File: src/hdl/conv_host_pkg.sv
// shared constants and state type of the converter host glue
package conv_host_pkg;

  localparam int CLK_NS         = 50;   // 20 MHz core clock
  localparam int T_WR_NS        = 125;  // write strobe stretch length
  localparam int T_RD_NS        = 100;  // least read strobe width
  localparam int T_ST_NS        = 200;  // start pulse, covers acquisition
  localparam int T_CONV_MAX_NS  = 4000; // longest wait for completion
  localparam int SYNC_LAT       = 4;    // pin to stable value, in cycles
  localparam int DATA_W         = 8;
  localparam int CNT_W          = 8;
  localparam int SAMP_W         = 16;
  localparam int SAMPLE_CYC_DEF = 49;   // about 408.2 kHz sample rate
  localparam int STORE_AW_DEF   = 4;

  // least time: round up to whole cycles, never below one
  function automatic int cyc_up(input int ns);
    int c;
    c = (ns + CLK_NS - 1) / CLK_NS;
    return (c < 1) ? 1 : c;
  endfunction

  // longest time: round down, never below one
  function automatic int cyc_dn(input int ns);
    int c;
    c = ns / CLK_NS;
    return (c < 1) ? 1 : c;
  endfunction

  localparam int WR_CYC       = cyc_up(T_WR_NS);
  localparam int RD_CYC       = cyc_up(T_RD_NS);
  localparam int ST_CYC       = cyc_up(T_ST_NS);
  localparam int CONV_MAX_CYC = cyc_dn(T_CONV_MAX_NS);
  localparam int FETCH_CYC    = RD_CYC + SYNC_LAT;

  localparam logic [CNT_W-1:0]  WR_END    = CNT_W'(WR_CYC - 1);
  localparam logic [CNT_W-1:0]  FETCH_END = CNT_W'(FETCH_CYC - 1);
  localparam logic [CNT_W-1:0]  CONV_END  = CNT_W'(CONV_MAX_CYC - 1);
  localparam logic [CNT_W-1:0]  SYNC_END  = CNT_W'(SYNC_LAT - 1);
  localparam logic [SAMP_W-1:0] ST_LEN    = SAMP_W'(ST_CYC);

  typedef enum logic [6:0] {
    S_IDLE   = 7'h01,
    S_WRITE  = 7'h02,
    S_WREC   = 7'h04,
    S_READ   = 7'h08,
    S_CONV   = 7'h10,
    S_SETTLE = 7'h20,
    S_REL    = 7'h40
  } glue_state_e;

endpackage

File: src/hdl/store_if.sv
// carrier between the glue and its result store
`timescale 1ns/1ps
interface store_if #(parameter int W = 8);
  logic         push;
  logic [W-1:0] push_data;
  logic         pop;
  logic         full;
  logic         empty;
  logic [W-1:0] rd_data;
  logic         rd_valid;
  modport writer (output push, push_data, pop,
                  input  full, empty, rd_data, rd_valid);
  modport store  (input  push, push_data, pop,
                  output full, empty, rd_data, rd_valid);
endinterface

File: src/hdl/pin_sync.sv
// three-stage synchroniser with agreement filter for pin inputs
`timescale 1ns/1ps
module pin_sync #(
  parameter int           W       = 1,
  parameter logic [W-1:0] RST_VAL = '1
) (
  input  wire logic         core_clk_in,
  input  wire logic         rst_n_in,
  input  wire logic [W-1:0] raw_in,
  output logic      [W-1:0] stable_out
);

  logic [W-1:0] s1;
  logic [W-1:0] s2;
  logic [W-1:0] s3;

  // s1 feeds s2 only; a change counts once s2 and s3 agree
  always_ff @(posedge core_clk_in or negedge rst_n_in) begin
    if (!rst_n_in) begin
      s1         <= RST_VAL;
      s2         <= RST_VAL;
      s3         <= RST_VAL;
      stable_out <= RST_VAL;
    end else begin
      s1 <= raw_in;
      s2 <= s1;
      s3 <= s2;
      if (s2 == s3) begin
        stable_out <= s3;
      end
    end
  end

endmodule

File: src/hdl/result_store.sv
// small result buffer memory with registered read data
`timescale 1ns/1ps
module result_store #(
  parameter int W  = 8,
  parameter int AW = 4
) (
  input  wire logic core_clk_in,
  input  wire logic rst_n_in,
  store_if.store    bus
);

  localparam int DEPTH = 1 << AW;

  logic [W-1:0]  mem [DEPTH];
  logic [AW-1:0] wp;
  logic [AW-1:0] rp;
  logic [AW:0]   count;

  // a push into a full store is dropped; the writer flags it
  wire          do_push    = bus.push && !bus.full;
  wire          do_pop     = bus.pop && !bus.empty;
  wire [AW:0]   next_count = count + (AW+1)'(do_push) - (AW+1)'(do_pop);

  // storage has no reset; pointers, count, flags and read register do
  always_ff @(posedge core_clk_in) begin
    if (do_push) begin
      mem[wp] <= bus.push_data;
    end
  end

  // pointers, level flags and the read register
  always_ff @(posedge core_clk_in or negedge rst_n_in) begin
    if (!rst_n_in) begin
      wp           <= '0;
      rp           <= '0;
      count        <= '0;
      bus.full     <= 1'b0;
      bus.empty    <= 1'b1;
      bus.rd_data  <= '0;
      bus.rd_valid <= 1'b0;
    end else begin
      count        <= next_count;
      bus.full     <= (next_count == (AW+1)'(DEPTH));
      bus.empty    <= (next_count == '0);
      bus.rd_valid <= do_pop;
      if (do_push) begin
        wp <= wp + 1'b1;
      end
      if (do_pop) begin
        rp          <= rp + 1'b1;
        bus.rd_data <= mem[rp];
      end
    end
  end

endmodule

File: src/hdl/converter_host_bus_glue.sv
// host-side bus glue driving an 8-bit converter through its pins
//
// Notes on behaviour
// - timer, not software, paces start pulses
// - mode 1: fetch result after completion
// - dac load is one write cycle
// - mode 2: one read converts and returns
// - halt host read until completion
// - writes acknowledged promptly, no waits
// - halt only on reads, never writes
// - write strobe stretched, width sets length
// - completion low: read pulse, capture result
// - read pulse rise raises interrupt
// - buffer results between converter and host
// - mode 2: start input held high
`timescale 1ns/1ps
module converter_host_bus_glue
  import conv_host_pkg::*;
#(
  parameter int SAMPLE_CYC = SAMPLE_CYC_DEF,
  parameter int STORE_AW   = STORE_AW_DEF
) (
  input  wire logic              core_clk_in,
  input  wire logic              rst_n_in,
  input  wire logic              mode2_in,
  input  wire logic              sample_en_in,
  input  wire logic              cmd_valid_in,
  input  wire logic              cmd_write_in,
  input  wire logic              cmd_dac_b_in,
  input  wire logic [DATA_W-1:0] cmd_data_in,
  output logic                   cmd_ready_out,
  output logic                   write_ack_out,
  output logic                   wait_out,
  output logic [DATA_W-1:0]      result_data_out,
  output logic                   result_strobe_out,
  output logic                   irq_out,
  output logic                   conv_error_out,
  output logic                   overrun_out,
  output logic                   conv_busy_out,
  input  wire logic              fifo_pop_in,
  output logic [DATA_W-1:0]      fifo_data_out,
  output logic                   fifo_valid_out,
  output logic                   fifo_empty_out,
  output logic                   fifo_full_out,
  output logic                   cs_n_out,
  output logic                   rd_n_out,
  output logic                   wr_n_out,
  output logic                   dac_b_out,
  output logic                   start_convert_n_out,
  output logic [DATA_W-1:0]      bus_data_out,
  output logic                   bus_oe_out,
  input  wire logic [DATA_W-1:0] bus_data_in,
  input  wire logic              int_n_in,
  input  wire logic              busy_n_in
);

  localparam logic [SAMP_W-1:0] SAMPLE_END = SAMP_W'(SAMPLE_CYC - 1);

  glue_state_e       state;
  glue_state_e       next_state;
  logic [CNT_W-1:0]  cnt;
  logic [SAMP_W-1:0] samp_cnt;
  logic              auto;
  logic [DATA_W-1:0] data_s;
  logic              int_s;
  logic              busy_s;

  store_if #(.W(DATA_W)) bif ();

  ////////////////////////////////////////////////////////////////////////
  // pin inputs and result store

  // data, completion and busy all cross in from the converter
  pin_sync #(
    .W       (DATA_W + 2),
    .RST_VAL ({(DATA_W + 2){1'b1}})
  ) u_sync (
    .core_clk_in (core_clk_in),
    .rst_n_in    (rst_n_in),
    .raw_in      ({busy_n_in, int_n_in, bus_data_in}),
    .stable_out  ({busy_s, int_s, data_s})
  );

  result_store #(
    .W  (DATA_W),
    .AW (STORE_AW)
  ) u_store (
    .core_clk_in (core_clk_in),
    .rst_n_in    (rst_n_in),
    .bus         (bif)
  );

  ////////////////////////////////////////////////////////////////////////
  // decode

  // the converter pulls completion low when a conversion ends
  wire int_low  = !int_s;
  wire take     = cmd_valid_in && cmd_ready_out;
  wire take_wr  = take && cmd_write_in;
  wire take_rd  = take && !cmd_write_in;
  // a host command wins; the completion level simply waits for it
  wire auto_go  = !mode2_in && int_low && !take;
  wire wr_end   = (state == S_WRITE) && (cnt == WR_END);
  wire rd_end   = (state == S_READ) && (cnt == FETCH_END);
  wire conv_to  = (state == S_CONV) && (cnt == CONV_END);
  wire set_end  = (state == S_SETTLE) && (cnt == SYNC_END);
  wire rel_to   = (state == S_REL) && (cnt == CONV_END);
  wire cap      = rd_end || set_end || conv_to;
  wire push_w   = cap && auto;
  wire timer_on = sample_en_in && !mode2_in;

  // pin levels for the coming cycle, registered below
  wire n_read   = (next_state == S_READ) || (next_state == S_CONV) ||
                  (next_state == S_SETTLE);
  wire n_write  = (next_state == S_WRITE);
  wire n_wrec   = (next_state == S_WREC);
  wire n_halt   = (next_state == S_CONV) || (next_state == S_SETTLE);

  assign bif.push      = push_w;
  assign bif.push_data = data_s;
  assign bif.pop       = fifo_pop_in;
  assign fifo_data_out  = bif.rd_data;
  assign fifo_valid_out = bif.rd_valid;
  assign fifo_empty_out = bif.empty;
  assign fifo_full_out  = bif.full;

  ////////////////////////////////////////////////////////////////////////
  // sequencer

  // next state of the bus cycle sequencer
  always_comb begin
    next_state = state;
    case (state)
      S_IDLE: begin
        if (take_wr) begin
          next_state = S_WRITE;
        end else if (take_rd && mode2_in) begin
          next_state = S_CONV;
        end else if (take_rd || auto_go) begin
          next_state = S_READ;
        end
      end
      S_WRITE: begin
        if (wr_end) begin
          next_state = S_WREC;
        end
      end
      S_WREC: begin
        next_state = S_IDLE;
      end
      S_READ: begin
        if (rd_end) begin
          next_state = S_REL;
        end
      end
      S_CONV: begin
        // read stays pending until completion, with a bound
        if (int_low) begin
          next_state = S_SETTLE;
        end else if (conv_to) begin
          next_state = S_REL;
        end
      end
      S_SETTLE: begin
        if (set_end) begin
          next_state = S_REL;
        end
      end
      S_REL: begin
        // completion goes high again on the read rise
        if (int_s || rel_to) begin
          next_state = S_IDLE;
        end
      end
      default: begin
        next_state = S_IDLE;
      end
    endcase
  end

  // state and the per-state cycle counter
  always_ff @(posedge core_clk_in or negedge rst_n_in) begin
    if (!rst_n_in) begin
      state <= S_IDLE;
      cnt   <= '0;
    end else begin
      state <= next_state;
      cnt   <= (next_state != state) ? '0 : cnt + 1'b1;
    end
  end

  ////////////////////////////////////////////////////////////////////////
  // converter pins

  // strobes are flops so the pins never glitch on decode
  always_ff @(posedge core_clk_in or negedge rst_n_in) begin
    if (!rst_n_in) begin
      cs_n_out   <= 1'b1;
      rd_n_out   <= 1'b1;
      wr_n_out   <= 1'b1;
      bus_oe_out <= 1'b0;
      wait_out   <= 1'b0;
    end else begin
      cs_n_out   <= !(n_read || n_write || n_wrec);
      rd_n_out   <= !n_read;
      wr_n_out   <= !n_write;
      bus_oe_out <= n_write || n_wrec;
      wait_out   <= n_halt;
    end
  end

  // write data and dac select held from take until the next write
  always_ff @(posedge core_clk_in or negedge rst_n_in) begin
    if (!rst_n_in) begin
      bus_data_out <= 8'h00;
      dac_b_out    <= 1'b0;
    end else if (take_wr) begin
      bus_data_out <= cmd_data_in;
      dac_b_out    <= cmd_dac_b_in;
    end
  end

  // free-running sample timer; mode 2 keeps the start input high
  always_ff @(posedge core_clk_in or negedge rst_n_in) begin
    if (!rst_n_in) begin
      samp_cnt            <= '0;
      start_convert_n_out <= 1'b1;
    end else begin
      if (!timer_on || samp_cnt == SAMPLE_END) begin
        samp_cnt <= '0;
      end else begin
        samp_cnt <= samp_cnt + 1'b1;
      end
      start_convert_n_out <= !(timer_on && samp_cnt < ST_LEN);
    end
  end

  ////////////////////////////////////////////////////////////////////////
  // results and status

  // auto marks a fetch started by completion, not by a command
  always_ff @(posedge core_clk_in or negedge rst_n_in) begin
    if (!rst_n_in) begin
      auto <= 1'b0;
    end else if (state == S_IDLE) begin
      auto <= auto_go;
    end
  end

  // capture at the read rise; interrupt only for completion fetches
  always_ff @(posedge core_clk_in or negedge rst_n_in) begin
    if (!rst_n_in) begin
      result_data_out   <= 8'h00;
      result_strobe_out <= 1'b0;
      irq_out           <= 1'b0;
      write_ack_out     <= 1'b0;
      cmd_ready_out     <= 1'b0;
      conv_busy_out     <= 1'b0;
    end else begin
      if (cap) begin
        result_data_out <= data_s;
      end
      result_strobe_out <= cap;
      irq_out           <= push_w;
      write_ack_out     <= n_wrec;
      cmd_ready_out     <= (next_state == S_IDLE);
      conv_busy_out     <= !busy_s;
    end
  end

  // sticky error flags; a new event wins over the clear
  always_ff @(posedge core_clk_in or negedge rst_n_in) begin
    if (!rst_n_in) begin
      conv_error_out <= 1'b0;
      overrun_out    <= 1'b0;
    end else begin
      if (conv_to) begin
        conv_error_out <= 1'b1;
      end else if (take_rd) begin
        conv_error_out <= 1'b0;
      end
      if (push_w && bif.full) begin
        overrun_out <= 1'b1;
      end else if (fifo_pop_in) begin
        overrun_out <= 1'b0;
      end
    end
  end

  ////////////////////////////////////////////////////////////////////////
  // checks

  // helper: cycles since the last start pulse while the timer ran
  logic [SAMP_W-1:0] gap;
  logic              gap_run;
  always_ff @(posedge core_clk_in or negedge rst_n_in) begin
    if (!rst_n_in) begin
      gap     <= '0;
      gap_run <= 1'b0;
    end else if (!timer_on) begin
      gap_run <= 1'b0;
    end else if (start_convert_n_out == 1'b0 && gap_run == 1'b0) begin
      gap     <= '0;
      gap_run <= 1'b1;
    end else begin
      gap <= gap + 1'b1;
      if (!start_convert_n_out && gap == SAMPLE_END) begin
        gap <= '0;
      end
    end
  end

  chk_st_period:
    assert property (@(posedge core_clk_in) disable iff (!rst_n_in)
      ($fell(start_convert_n_out) && $past(gap_run) && timer_on)
        |-> $past(gap) == SAMPLE_END - 1'b1)
    else $error("start pulses not evenly spaced");

  chk_fetch_after_int:
    assert property (@(posedge core_clk_in) disable iff (!rst_n_in)
      ($fell(rd_n_out) && auto) |-> $past(int_low) && !$past(mode2_in))
    else $error("result fetched without completion");

  chk_write_frame:
    assert property (@(posedge core_clk_in) disable iff (!rst_n_in)
      $rose(wr_n_out) |-> bus_oe_out && !cs_n_out && $stable(bus_data_out))
    else $error("write data not held at strobe rise");

  chk_read_halt:
    assert property (@(posedge core_clk_in) disable iff (!rst_n_in)
      wait_out |-> !rd_n_out && !cs_n_out && start_convert_n_out)
    else $error("halt without a pending read");

  chk_halt_hold:
    assert property (@(posedge core_clk_in) disable iff (!rst_n_in)
      (state == S_CONV && int_s && !conv_to) |=> wait_out)
    else $error("host released before completion");

  chk_ack_prompt:
    assert property (@(posedge core_clk_in) disable iff (!rst_n_in)
      write_ack_out |-> !wait_out && $past(!wr_n_out) && wr_n_out)
    else $error("write ack not at strobe end");

  chk_halt_reads_only:
    assert property (@(posedge core_clk_in) disable iff (!rst_n_in)
      wait_out |-> wr_n_out && !bus_oe_out)
    else $error("host halted on a write");

  chk_write_stretch:
    assert property (@(posedge core_clk_in) disable iff (!rst_n_in)
      $fell(wr_n_out) |-> !wr_n_out [*3] ##1 (wr_n_out && write_ack_out))
    else $error("write strobe width wrong");

  chk_capture_value:
    assert property (@(posedge core_clk_in) disable iff (!rst_n_in)
      result_strobe_out |-> result_data_out == $past(data_s) && rd_n_out)
    else $error("captured result mismatch");

  chk_irq_on_rise:
    assert property (@(posedge core_clk_in) disable iff (!rst_n_in)
      ($rose(rd_n_out) && auto) |-> irq_out && result_strobe_out)
    else $error("no interrupt at read rise");

  chk_buffer_push:
    assert property (@(posedge core_clk_in) disable iff (!rst_n_in)
      (irq_out && $past(!bif.full)) |-> !fifo_empty_out)
    else $error("fetched result not buffered");

  chk_st_mode2:
    assert property (@(posedge core_clk_in) disable iff (!rst_n_in)
      mode2_in |=> start_convert_n_out)
    else $error("start pulsed in mode 2");

endmodule

File: config.mk
export PLATFORM = sky130hd
export DESIGN_NAME = converter_host_bus_glue
export DESIGN_NICKNAME = d
export VERILOG_FILES = /design/src/hdl/conv_host_pkg.sv /design/src/hdl/store_if.sv /design/src/hdl/pin_sync.sv /design/src/hdl/result_store.sv /design/src/hdl/converter_host_bus_glue.sv
export SDC_FILE = /design/constraint.sdc
export NUM_CORES = 1
export LEC_CHECK = 0
export BUFFER_PORTS_ARGS = -buffer_cell sky130_fd_sc_hd__buf_2
export CORE_MARGIN = 2
export CORE_UTILIZATION = 40
export DETAILED_ROUTE_END_ITERATION = 10
export PLACE_DENSITY = 0.6
export SLEW_MARGIN = 20
export SYNTH_ARGS = -nofsm -noshare
export SYNTH_HDL_FRONTEND = slang
export SYNTH_SLANG_ARGS = --single-unit
File: constraint.sdc
create_clock -name core_clk_in -period 9.2 [get_ports core_clk_in]
set_input_delay 1.38 -clock core_clk_in [delete_from_list [all_inputs] [get_ports core_clk_in]]
set_output_delay 1.38 -clock core_clk_in [all_outputs]
set_load 0.1 [all_outputs]
==> impl_metrics.yaml, run 1 <==
outcome:
  status: "complete, no violations"
synth:
  synth_top_family_by_area: "multiplexers"
  synth-edff-count: 128
  synth.area.top_cells: "edfxtp_1 37%, dfrtp_1 19%, dfstp_2 12%"
  synth.largest_area_cell: "edfxtp_1"
  ys_ff_latch: 254
  synth_compound_area_frac: 0.0404
  synth_top_cells_by_count: "128 x edfxtp_1, 80 x dfrtp_1, 46 x dfstp_2, 36 x mux2_2, 32 x mux4_2"
  netlist_instances: 653
  synth_xor_area_frac: 0.0354
  ys_async_sr_fraction: 0.496
  synth.most_common_cell: "edfxtp_1"
  synth-warning-count: 0
  synth_top_flop_cell: "edfxtp_1"
  ys_seq_area_frac: 0.680
  syn_area_per_cell_um2: 15.9
  synth_top_area_share: 0.370
  synth_mux_area_frac: 0.116
  syn-num-nets: 695
  synth_cell_type_count: 62
  synthAdderAreaFrac: 0.0200
  yosys.area_share.simple: 0.0880
  netlist_area_um2: 10400
clock_tree:
  clkTransAtPathRegs_ps: 60
  ctsResizeCount: 0
  cts_tree: "yes"
  cts_buffers: 27
  cts_max_path_buffers: 3
  h-tree-depth: 1
  cts_root_buf: "clkbuf_16"
  post_cts_buffers: 0
  hold_buffers: 0
  clock_latency_ps: 530
  cts.sinks: 254
route:
  ant_nets: 0
  via_per_inst: 5.33
  drtPass1Iterations: 4
  wirelength_mm: 20.4
  vias: 5755
  dr.first_iter.drc_count: 377
  drc_errors: 0
  post_drt_wl_per_cell_um: 18.9
timing:
  rsz0062_at_grt: "false"
  setup_violations: 0
  skew_ps: 12.5
  max_freq_ghz: 0.285
  drv_slew: 0
  worstMarginPinSlew_ps: 993
  hold_violations: 0
  setup_tns_ps: 0
  relSlewSlack: 0.338
  finalCritPeriodShare: 0.382
  period_needed_ps: 3510
critical_path:
  cp.required_ps: 9670
  path_class: "input port to flop"
  crit_arrival_ps: 3980
  crit_path_start_kind: "input port"
  critPathMaxFanout: 19
  end_kind: "flop"
global_routing:
  antenna_found_initial: 0
  grt_pass1_vias: 6123
  grt_max_degree: 85
  grt_overflow: 0
  track_usage: 0.156
  grt_pass1_wl_mm: 33.1
power_and_ir_drop:
  power.leakage_uw: 0.00459
  ir_drop_mv: 0.420
  p_total_uw: 3610
  p_per_area_nw_per_um2: 300
cells_and_area:
  drive_gt1_frac: 0.328
  num_antenna_cells: 0
  synthToLayoutAreaGrowth_pct: 15.9
  nets: 770
placement:
  dp_hpwl_mm: 13.7
  io_buffers: 66
  place_congestion: 0.800
floorplanning:
  core_um2: 25300
  die_h_um: 165
  start_util: 0.410
  die_x_um: 165
  dieArea_um2: 27300
  ios: 67
  num_rows: 58
min_path:
  worst_hold_path_type: "flop to flop"
flow_run:
  cap_violations: 0
cells in the final DEF, fill, tap and decap left out, types with 5 or more instances in the layout:
cell type  instances
bufinv_16          5
nand3_1           18
ha_1              15
clkbuf_8           5
clkbuf_16         27
mux4_2            32
clkbuf_1           5
xor2_1            23
mux2i_1            8
xnor2_1           19
dfrtp_1           78
nand4_1           10
nor4b_1            5
a221o_1            8
buf_4              5
nand2_1           18
buf_2             65
nor3_1            18
dfstp_2           46
inv_1             26
edfxtp_1         128
nor2_1            29
o21ai_0            9
mux2_2            36
and3_1            15
a211oi_1           5
nor4_1            16
nor2b_1            6
cells by family (layout without fill, tap and decap cells):
group / count (synthesis) / in the layout
buffers and inverters: 52 / 148
flip-flops: 254 / 254
multiplexers: 76 / 76
AND/OR/NAND/NOR: 161 / 161
AO/OA/AOI/OAI: 52 / 52
adder cells (fa/ha/maj): 16 / 16
XOR/XNOR: 42 / 42
worst paths after layout:
check / startpoint / end / cells after the start / slack, ps
setup reg to reg: cnt[0]$_DFF_PN0_ / u_store.bus.empty$_DFF_PN1_ / 9 / 5690
setup / recovery: fifo_pop_in / u_store.bus.full$_DFF_PN0_ / 11 / 5690
max in group asynchronous: rst_n_in / result_data_out[7]$_DFFE_PN0N_ / 2 / 7350
hold / removal: u_sync.s1[4]$_DFF_PN1_ / u_sync.s2[4]$_DFF_PN1_ / 0 / 350
min in group asynchronous: rst_n_in / u_store.bus.rd_data[2]$_DFFE_PN0P_ / 1 / 770
hold reg to reg: u_sync.s1[4]$_DFF_PN1_ / u_sync.s2[4]$_DFF_PN1_ / 0 / 350
flip-flops by register name, summed over array words and instances, names as in the netlist, 10 cells and up:
| name | count |
|---|---|
| samp_cnt | 16 |
| u_sync.s2 | 10 |
| u_sync.s3 | 10 |
| u_sync.stable_out | 10 |
| u_sync.s1 | 10 |
| u_store.mem | 128 |
layout make-up:
cell class	count	area, um2
Sequential cell	254	7060
Clock inverter	13	198
Timing Repair Buffer	72	385
Multi-Input combinational cell	347	3120
Tap cell	330	413
Clock buffer	37	763
Fill cell	2172	13300
Inverter	26	97.6
power breakdown:
part           internal [uW]  switching (uW)
clock network            719             426
logic                    347             679
registers               1300             136
critical path, stage by stage:
cell and delay (ps):
buf_2 110, nand2b_1 540, inv_1 260, ha_1 350, inv_1 40, ha_1 210, fa_1 400, a21o_1 170
a21oi_1 170, xnor2_1 180, and2_1 160
per-layer routing:
| layer | global-route usage | routed length, um | part of all wire | up-vias |
|---|---|---|---|---|
| met5 | 0 | 0 | 0 | - |
| met4 | 0.0379 | 477 | 0.023 | 0 |
| met3 | 0.0305 | 876 | 0.043 | 37 |
| met2 | 0.263 | 10100 | 0.49 | 122 |
| met1 | 0.210 | 9000 | 0.44 | 2978 |
| li1 | - | - | - | 2618 |
metrics by stage:
step | hold WS, ps | std cells | instance area (um2) | worst slack, ps | utilization
after global placement | 346 | 1029 | 11100 | 5220 | 0.437
after floorplan | 345 | 653 | 10400 | 5770 | -
after CTS | 350 | 1079 | 12000 | 5670 | 0.475
after detailed placement | 347 | 1029 | 11100 | 5110 | 0.437
final | 351 | 1079 | 12000 | 5690 | 0.475
after global routing | 357 | 1079 | 12000 | 5450 | 0.475
(Power assumes the default switching activity.)
==> run 2, diff against run 1 <==
- clock period: 9.2 -> 3.25 ns (I/O delays scaled with it)
==> run 2 against run 1 <==
Compared with the run above: sequential share of layout area is 0.093 points higher; first-iteration DRC count shrank 13%; power grew to 2.7 times the previous value; worst hold slack worse by 300 ps; sequential power grew to 2.8 times the previous value; critical endpoint is now u_store.bus.empty$_DFF_PN1_; largest cell class unchanged; largest power group unchanged; highest routed layer unchanged.
==> impl_metrics.yaml, run 2 (same netlist as run 1, synthesis figures left out) <==
placement:
  place_congestion: 0.855
  dp_hpwl_mm: 14.1
  placed_area_um2: 11100
  io_buffers: 66
global_routing:
  track_usage: 0.156
  grt_pass1_wl_mm: 33.2
  grt_max_degree: 72
  grt_pass1_vias: 6189
  grt_overflow: 0
  antenna_found_initial: 0
power_and_ir_drop:
  p_per_area_nw_per_um2: 826
  power.leakage_uw: 0.00457
  ir_drop_mv: 0.940
route:
  routed-wl-met2_mm: 10.1
  ant_nets: 0
  via_per_inst: 5.24
  dr.first_iter.drc_count: 328
  wl_met3_mm: 1.09
  vias: 5697
  drtPass1Iterations: 4
  drc_errors: 0
  post_drt_wl_per_cell_um: 18.5
  wirelength_mm: 20.2
  top_layer: "met4"
  wirelength_met1_mm: 8.58
cells_and_area:
  seq_area_um2: 7060
  mostFrequentLayoutCells: "128 x edfxtp_1, 79 x dfrtp_1, 65 x buf_2"
  regMostFlops: "u_store.mem"
  largest_reg_flops: 128
  fill_cells: 2162
  num_antenna_cells: 0
  reg_top3: "u_store.mem: 128 flops, samp_cnt: 16 flops"
  multi_input_area_um2: 3120
  synthToLayoutAreaGrowth_pct: 15.7
  final_common_cell: "edfxtp_1"
  drive_gt1_frac: 0.332
  nets: 779
  final_area_um2: 12000
clock_tree:
  cts_root_buf: "clkbuf_16"
  clkTransAtPathRegs_ps: 60
  h-tree-depth: 1
  cts_tree: "yes"
  post_cts_buffers: 0
  clock_latency_ps: 530
  cts.sinks: 254
  cts_max_path_buffers: 3
  cts_buffers: 27
timing:
  finalCritPeriodShare: 0.917
  period_needed_ps: 2980
  worstMarginPinSlew_ps: 880
  drv_slew: 0
  max_freq_ghz: 0.336
  setup_violations: 0
  skew_ps: 17.3
  rsz0062_at_grt: "false"
  relSlewSlack: 0.413
  hold_violations: 0
  setup_tns_ps: 0
floorplanning:
  start_util: 0.410
  num_rows: 58
  die_x_um: 165
  ios: 67
  core_um2: 25300
  dieArea_um2: 27300
  die_h_um: 165
critical_path:
  cp.required_ps: 3710
  crit_arrival_ps: 3440
  crit_path_start_kind: "flop"
  end_kind: "flop"
  crit_path_frequent_cell: "ha_1"
  path_class: "flop to flop"
  critPathMaxFanout: 5
  cp_cell_sequence: "ha_1 > nor4b_1 > buf_4 > nand4_1 > a211o_1 > a21oi_2 > ha_1 > fa_1 > nor4_2 > nor2b_1"
  critPathSlowestCell: "fa_1"
  crit_path_max_incr_delay_ps: 460
min_path:
  worst_hold_path_type: "input port to flop"
outcome:
  status: "complete, no violations"
flow_run:
  cap_violations: 0
## run 2: through the flow
step | cells | util | hold WS, ps | worst slack [ps] | power (uW)
final | 1088 | 0.474 | 47.6 | 271 | 9920
after global routing | 1088 | 0.474 | 23.1 | 18.8 | 10400
after CTS | 1088 | 0.474 | 27.3 | 225 | 10000
after detailed placement | 1037 | 0.440 | 347 | 234 | 7120
after global placement | 1037 | 0.440 | 345 | 309 | 7060
after floorplan | 653 | - | 192 | 176 | 6440
## run 2: final timing paths
check	startpoint	endpoint	slack, ps	cells past startpoint
setup / recovery	cnt[0]$_DFF_PN0_	u_store.bus.empty$_DFF_PN1_	270	10
hold / removal	bus_data_in[3]	u_sync.s1[3]$_DFF_PN1_	50	1
min in group asynchronous	rst_n_in	u_store.rp[0]$_DFFE_PN0P_	530	2
hold reg to reg	u_sync.s1[4]$_DFF_PN1_	u_sync.s2[4]$_DFF_PN1_	350	0
max in group asynchronous	rst_n_in	u_sync.stable_out[6]$_DFFE_PN1N_	1900	3
setup reg to reg	cnt[0]$_DFF_PN0_	u_store.bus.empty$_DFF_PN1_	270	10
## run 2: final cells by class
| type | count | share of cell area |
|---|---|---|
| flip-flops and latches | 254 | 0.587 |
| well taps | 330 | 0.0344 |
| clock buffers | 38 | 0.0617 |
| repair buffers | 81 | 0.0397 |
| clock inverters | 12 | 0.00854 |
| inverters | 26 | 0.00813 |
| multi-input cells | 347 | 0.260 |
## run 2: critical path: cells and delay by family (launching register included)
| family | cells | cell delay (ps) |
|---|---|---|
| adders and majority gates | 3 | 920 |
| and+or+nand+nor | 4 | 860 |
| AOI/OAI and AO/OA | 2 | 560 |
| DFF | 1 | 410 |
| buffers and inverters | 1 | 170 |
## run 2: report_power, final
| group | switching [uW] | internal, uW |
|---|---|---|
| clock | 1200 | 1670 |
| sequential | 314 | 3690 |
| combinational | 2020 | 1020 |
| total | 3540 | 6380 |
## run 2: timing repair
action | 4_1_cts | 5_1_grt
resized for setup | 0 | 1
hold buffers | 1 | 0
setup endpoints to repair | 0 | 1
hold endpoints to repair | 29 | 0
## run 2: per-layer routing
metal / global-route usage / vias to the layer above
li1: - / 2638
met4: 0.0431 / 0
met5: 0 / -
met2: 0.265 / 125
met1: 0.203 / 2897
met3: 0.0342 / 37
==> run 3, diff against run 2 <==
- ABC_AREA: not set -> 1
- PLACE_DENSITY: 0.6 -> 0.59
- RECOVER_POWER: not set -> 100
==> run 3 against run 2 <==
Compared with the run above: the run now ends with max-capacitance violations, max-slew violations left; worst hold slack improved by 12 ps; sequential share of layout area rose by 0.21 points; routed wire length rose by 7.0%; cell area fell by 0.35%; final cell count rose by 23%; clock-buffer cell count rose by 3; utilization fell by 1.2 points; maximum frequency rose by 5.1%; clock skew fell by 0.81 ps; power rose by 3.5%; critical path type unchanged; largest cell class unchanged; largest power group unchanged; highest routed layer unchanged.
==> impl_metrics.yaml, run 3 <==
timing:
  rsz0062_at_grt: "false"
  drv_slew: 75
  setup_violations: 0
  max_freq_ghz: 0.353
  period_needed_ps: 2830
  hold_violations: 0
  setup_tns_ps: 0
  skew_ps: 16.5
  relSlewSlack: -0.184
  worstMarginPinSlew_ps: 1780
  finalCritPeriodShare: 0.872
  fin_ws_ps: 416
power_and_ir_drop:
  p_per_area_nw_per_um2: 858
  power.leakage_uw: 0.00470
  p_total_uw: 10300
  ir_drop_mv: 0.808
synth:
  synth.largest_area_cell: "edfxtp_1"
  syn-num-nets: 945
  synth_top_area_share: 0.367
  synthAdderAreaFrac: 0.0198
  synth_top_cells_by_count: "142 x nor2_1, 128 x edfxtp_1, 107 x nand2_1, 83 x o21ai_0, 80 x dfrtp_1"
  synth_mux_area_frac: 0.00860
  ys_ff_latch: 254
  synth.area.top_cells: "edfxtp_1 37%, dfrtp_1 19%, dfstp_2 12%"
  syn_area_per_cell_um2: 11.6
  synth.most_common_cell: "nor2_1"
  synth_cell_type_count: 47
  yosys.area_share.simple: 0.157
  synth-warning-count: 0
  synth_top_flop_cell: "edfxtp_1"
  netlist_instances: 903
  netlist_area_um2: 10500
  ys_seq_area_frac: 0.674
  ys_async_sr_fraction: 0.496
  synth_top_family_by_area: "simple AND/OR/NAND/NOR gates"
  synth-edff-count: 128
  synth_compound_area_frac: 0.0822
  synth_xor_area_frac: 0.0217
cells_and_area:
  seq_area_um2: 7060
  reg_top3: "u_store.mem: 128 flops, samp_cnt: 16 flops"
  nets: 1028
  drive_gt1_frac: 0.140
  multi_input_area_um2: 2970
  final_common_cell: "nor2_1"
  regMostFlops: "u_store.mem"
  largest_reg_flops: 128
  mostFrequentLayoutCells: "144 x nor2_1, 128 x edfxtp_1, 108 x nand2_1"
  fill_cells: 2366
  synthToLayoutAreaGrowth_pct: 14.3
  num_antenna_cells: 0
  final_util: 0.462
  final_area_um2: 12000
flow_run:
  cap_violations: 1
route:
  wirelength_mm: 21.6
  drc_errors: 0
  drtPass1Iterations: 7
  ant_nets: 0
  vias: 6623
  dr.first_iter.drc_count: 428
  post_drt_wl_per_cell_um: 16.1
  via_per_inst: 4.94
floorplanning:
  ios: 67
  die_h_um: 166
  dieArea_um2: 27500
  num_rows: 59
  start_util: 0.404
  core_um2: 25900
  die_x_um: 166
clock_tree:
  cts_max_path_buffers: 3
  clkTransAtPathRegs_ps: 60
  clock_latency_ps: 530
  cts.sinks: 254
  cts_tree: "yes"
  h-tree-depth: 1
  cts_buffers: 27
  cts_root_buf: "clkbuf_16"
critical_path:
  crit_arrival_ps: 3280
  crit_path_start_kind: "flop"
  timing.rr.end: "u_store.bus.empty$_DFF_PN1_"
  path_class: "flop to flop"
  critPathMaxFanout: 8
  reg2reg_setup_slack_ps: 420
  worstReg2RegStart: "cnt[0]$_DFF_PN0_"
  cp.required_ps: 3700
  worstRegToRegCells: 13
  end_kind: "flop"
placement:
  pre_cts_slack_ps: 453
  io_buffers: 66
  place_congestion: 0.797
  placed_area_um2: 11200
  dp_hpwl_mm: 14.2
outcome:
  failed_checks: "max-capacitance violations, max-slew violations"
  status: "finished, violations left"
min_path:
  whs_path_depth: 1
  hold_path_startpoint: "bus_data_in[4]"
  min_to: "u_sync.s1[4]$_DFF_PN1_"
  worst_hold_path_type: "input port to flop"
global_routing:
  grt_overflow: 0
  grt_pass1_wl_mm: 35.8
  grt_max_degree: 76
  grt_pass1_vias: 6743
  antenna_found_initial: 0
  track_usage: 0.159
run 3: cell type report:
class | count | area share
clock inverters | 8 | 0.00763
well taps | 335 | 0.0350
clock buffers | 41 | 0.0660
flip-flops and latches | 254 | 0.590
inverters | 69 | 0.0219
multi-input cells | 551 | 0.248
repair buffers | 83 | 0.0321
run 3: routing by layer:
metal / vias to the layer above / global-route usage / wire [um]
li1: 3266 / - / -
met1: 3165 / 0.220 / 9880
met2: 160 / 0.257 / 9870
met3: 32 / 0.0327 / 1420
met4: 0 / 0.0446 / 427
met5: - / 0 / 0
run 3: power by group:
group,internal (uW),switching (uW)
clock network,1830,1190
logic,729,2630
registers,3700,195
total,6260,4010
run 3: how the worst max path moves through the flow:
stage	from	cells after the start	end	slack [ps]
CTS	cnt[0]$_DFF_PN0_	13	u_store.bus.empty$_DFF_PN1_	440
detailed placement	cnt[0]$_DFF_PN0_	13	u_store.bus.full$_DFF_PN0_	450
finish	cnt[0]$_DFF_PN0_	13	u_store.bus.empty$_DFF_PN1_	420
floorplan	u_store.bus.empty$_DFF_PN1_	9	u_store.bus.empty$_DFF_PN1_	300
global route	cnt[0]$_DFF_PN0_	13	u_store.bus.empty$_DFF_PN1_	140
global placement	cnt[0]$_DFF_PN0_	13	u_store.bus.empty$_DFF_PN1_	520
run 3: repair_timing:
item	CTS	global route
hold buffers	1	0
endpoints found under the hold margin	19	0
gates resized for setup	0	0
setup buffers	0	0
run 3: critical path, cell delays in order, from the launching register on:
cell,delay [ps]
dfrtp_1,410
ha_1,240
nand2_2,80
nor2_4,120
nand3_1,140
inv_1,110
nand2_1,70
nand2_2,100
nand3b_4,100
inv_4,100
ha_1,190
fa_1,440
or4_1,550
nor2_1,110
run 3: cells by family (layout without fill, tap and decap cells):
logic type,Yosys count,count (layout)
compound gates,149,149
xor+xnor,26,26
flops,254,254
mux,8,8
simple gates,352,352
fa+ha+maj,16,16
buf+inv,98,201
run 3: per-stage QoR:
stage | instances | hold WS [ps]
after floorplan | 903 | 192
after global placement | 1291 | 346
after detailed placement | 1291 | 347
after CTS | 1341 | 32.7
after global routing | 1341 | 34.4
final | 1341 | 59.8
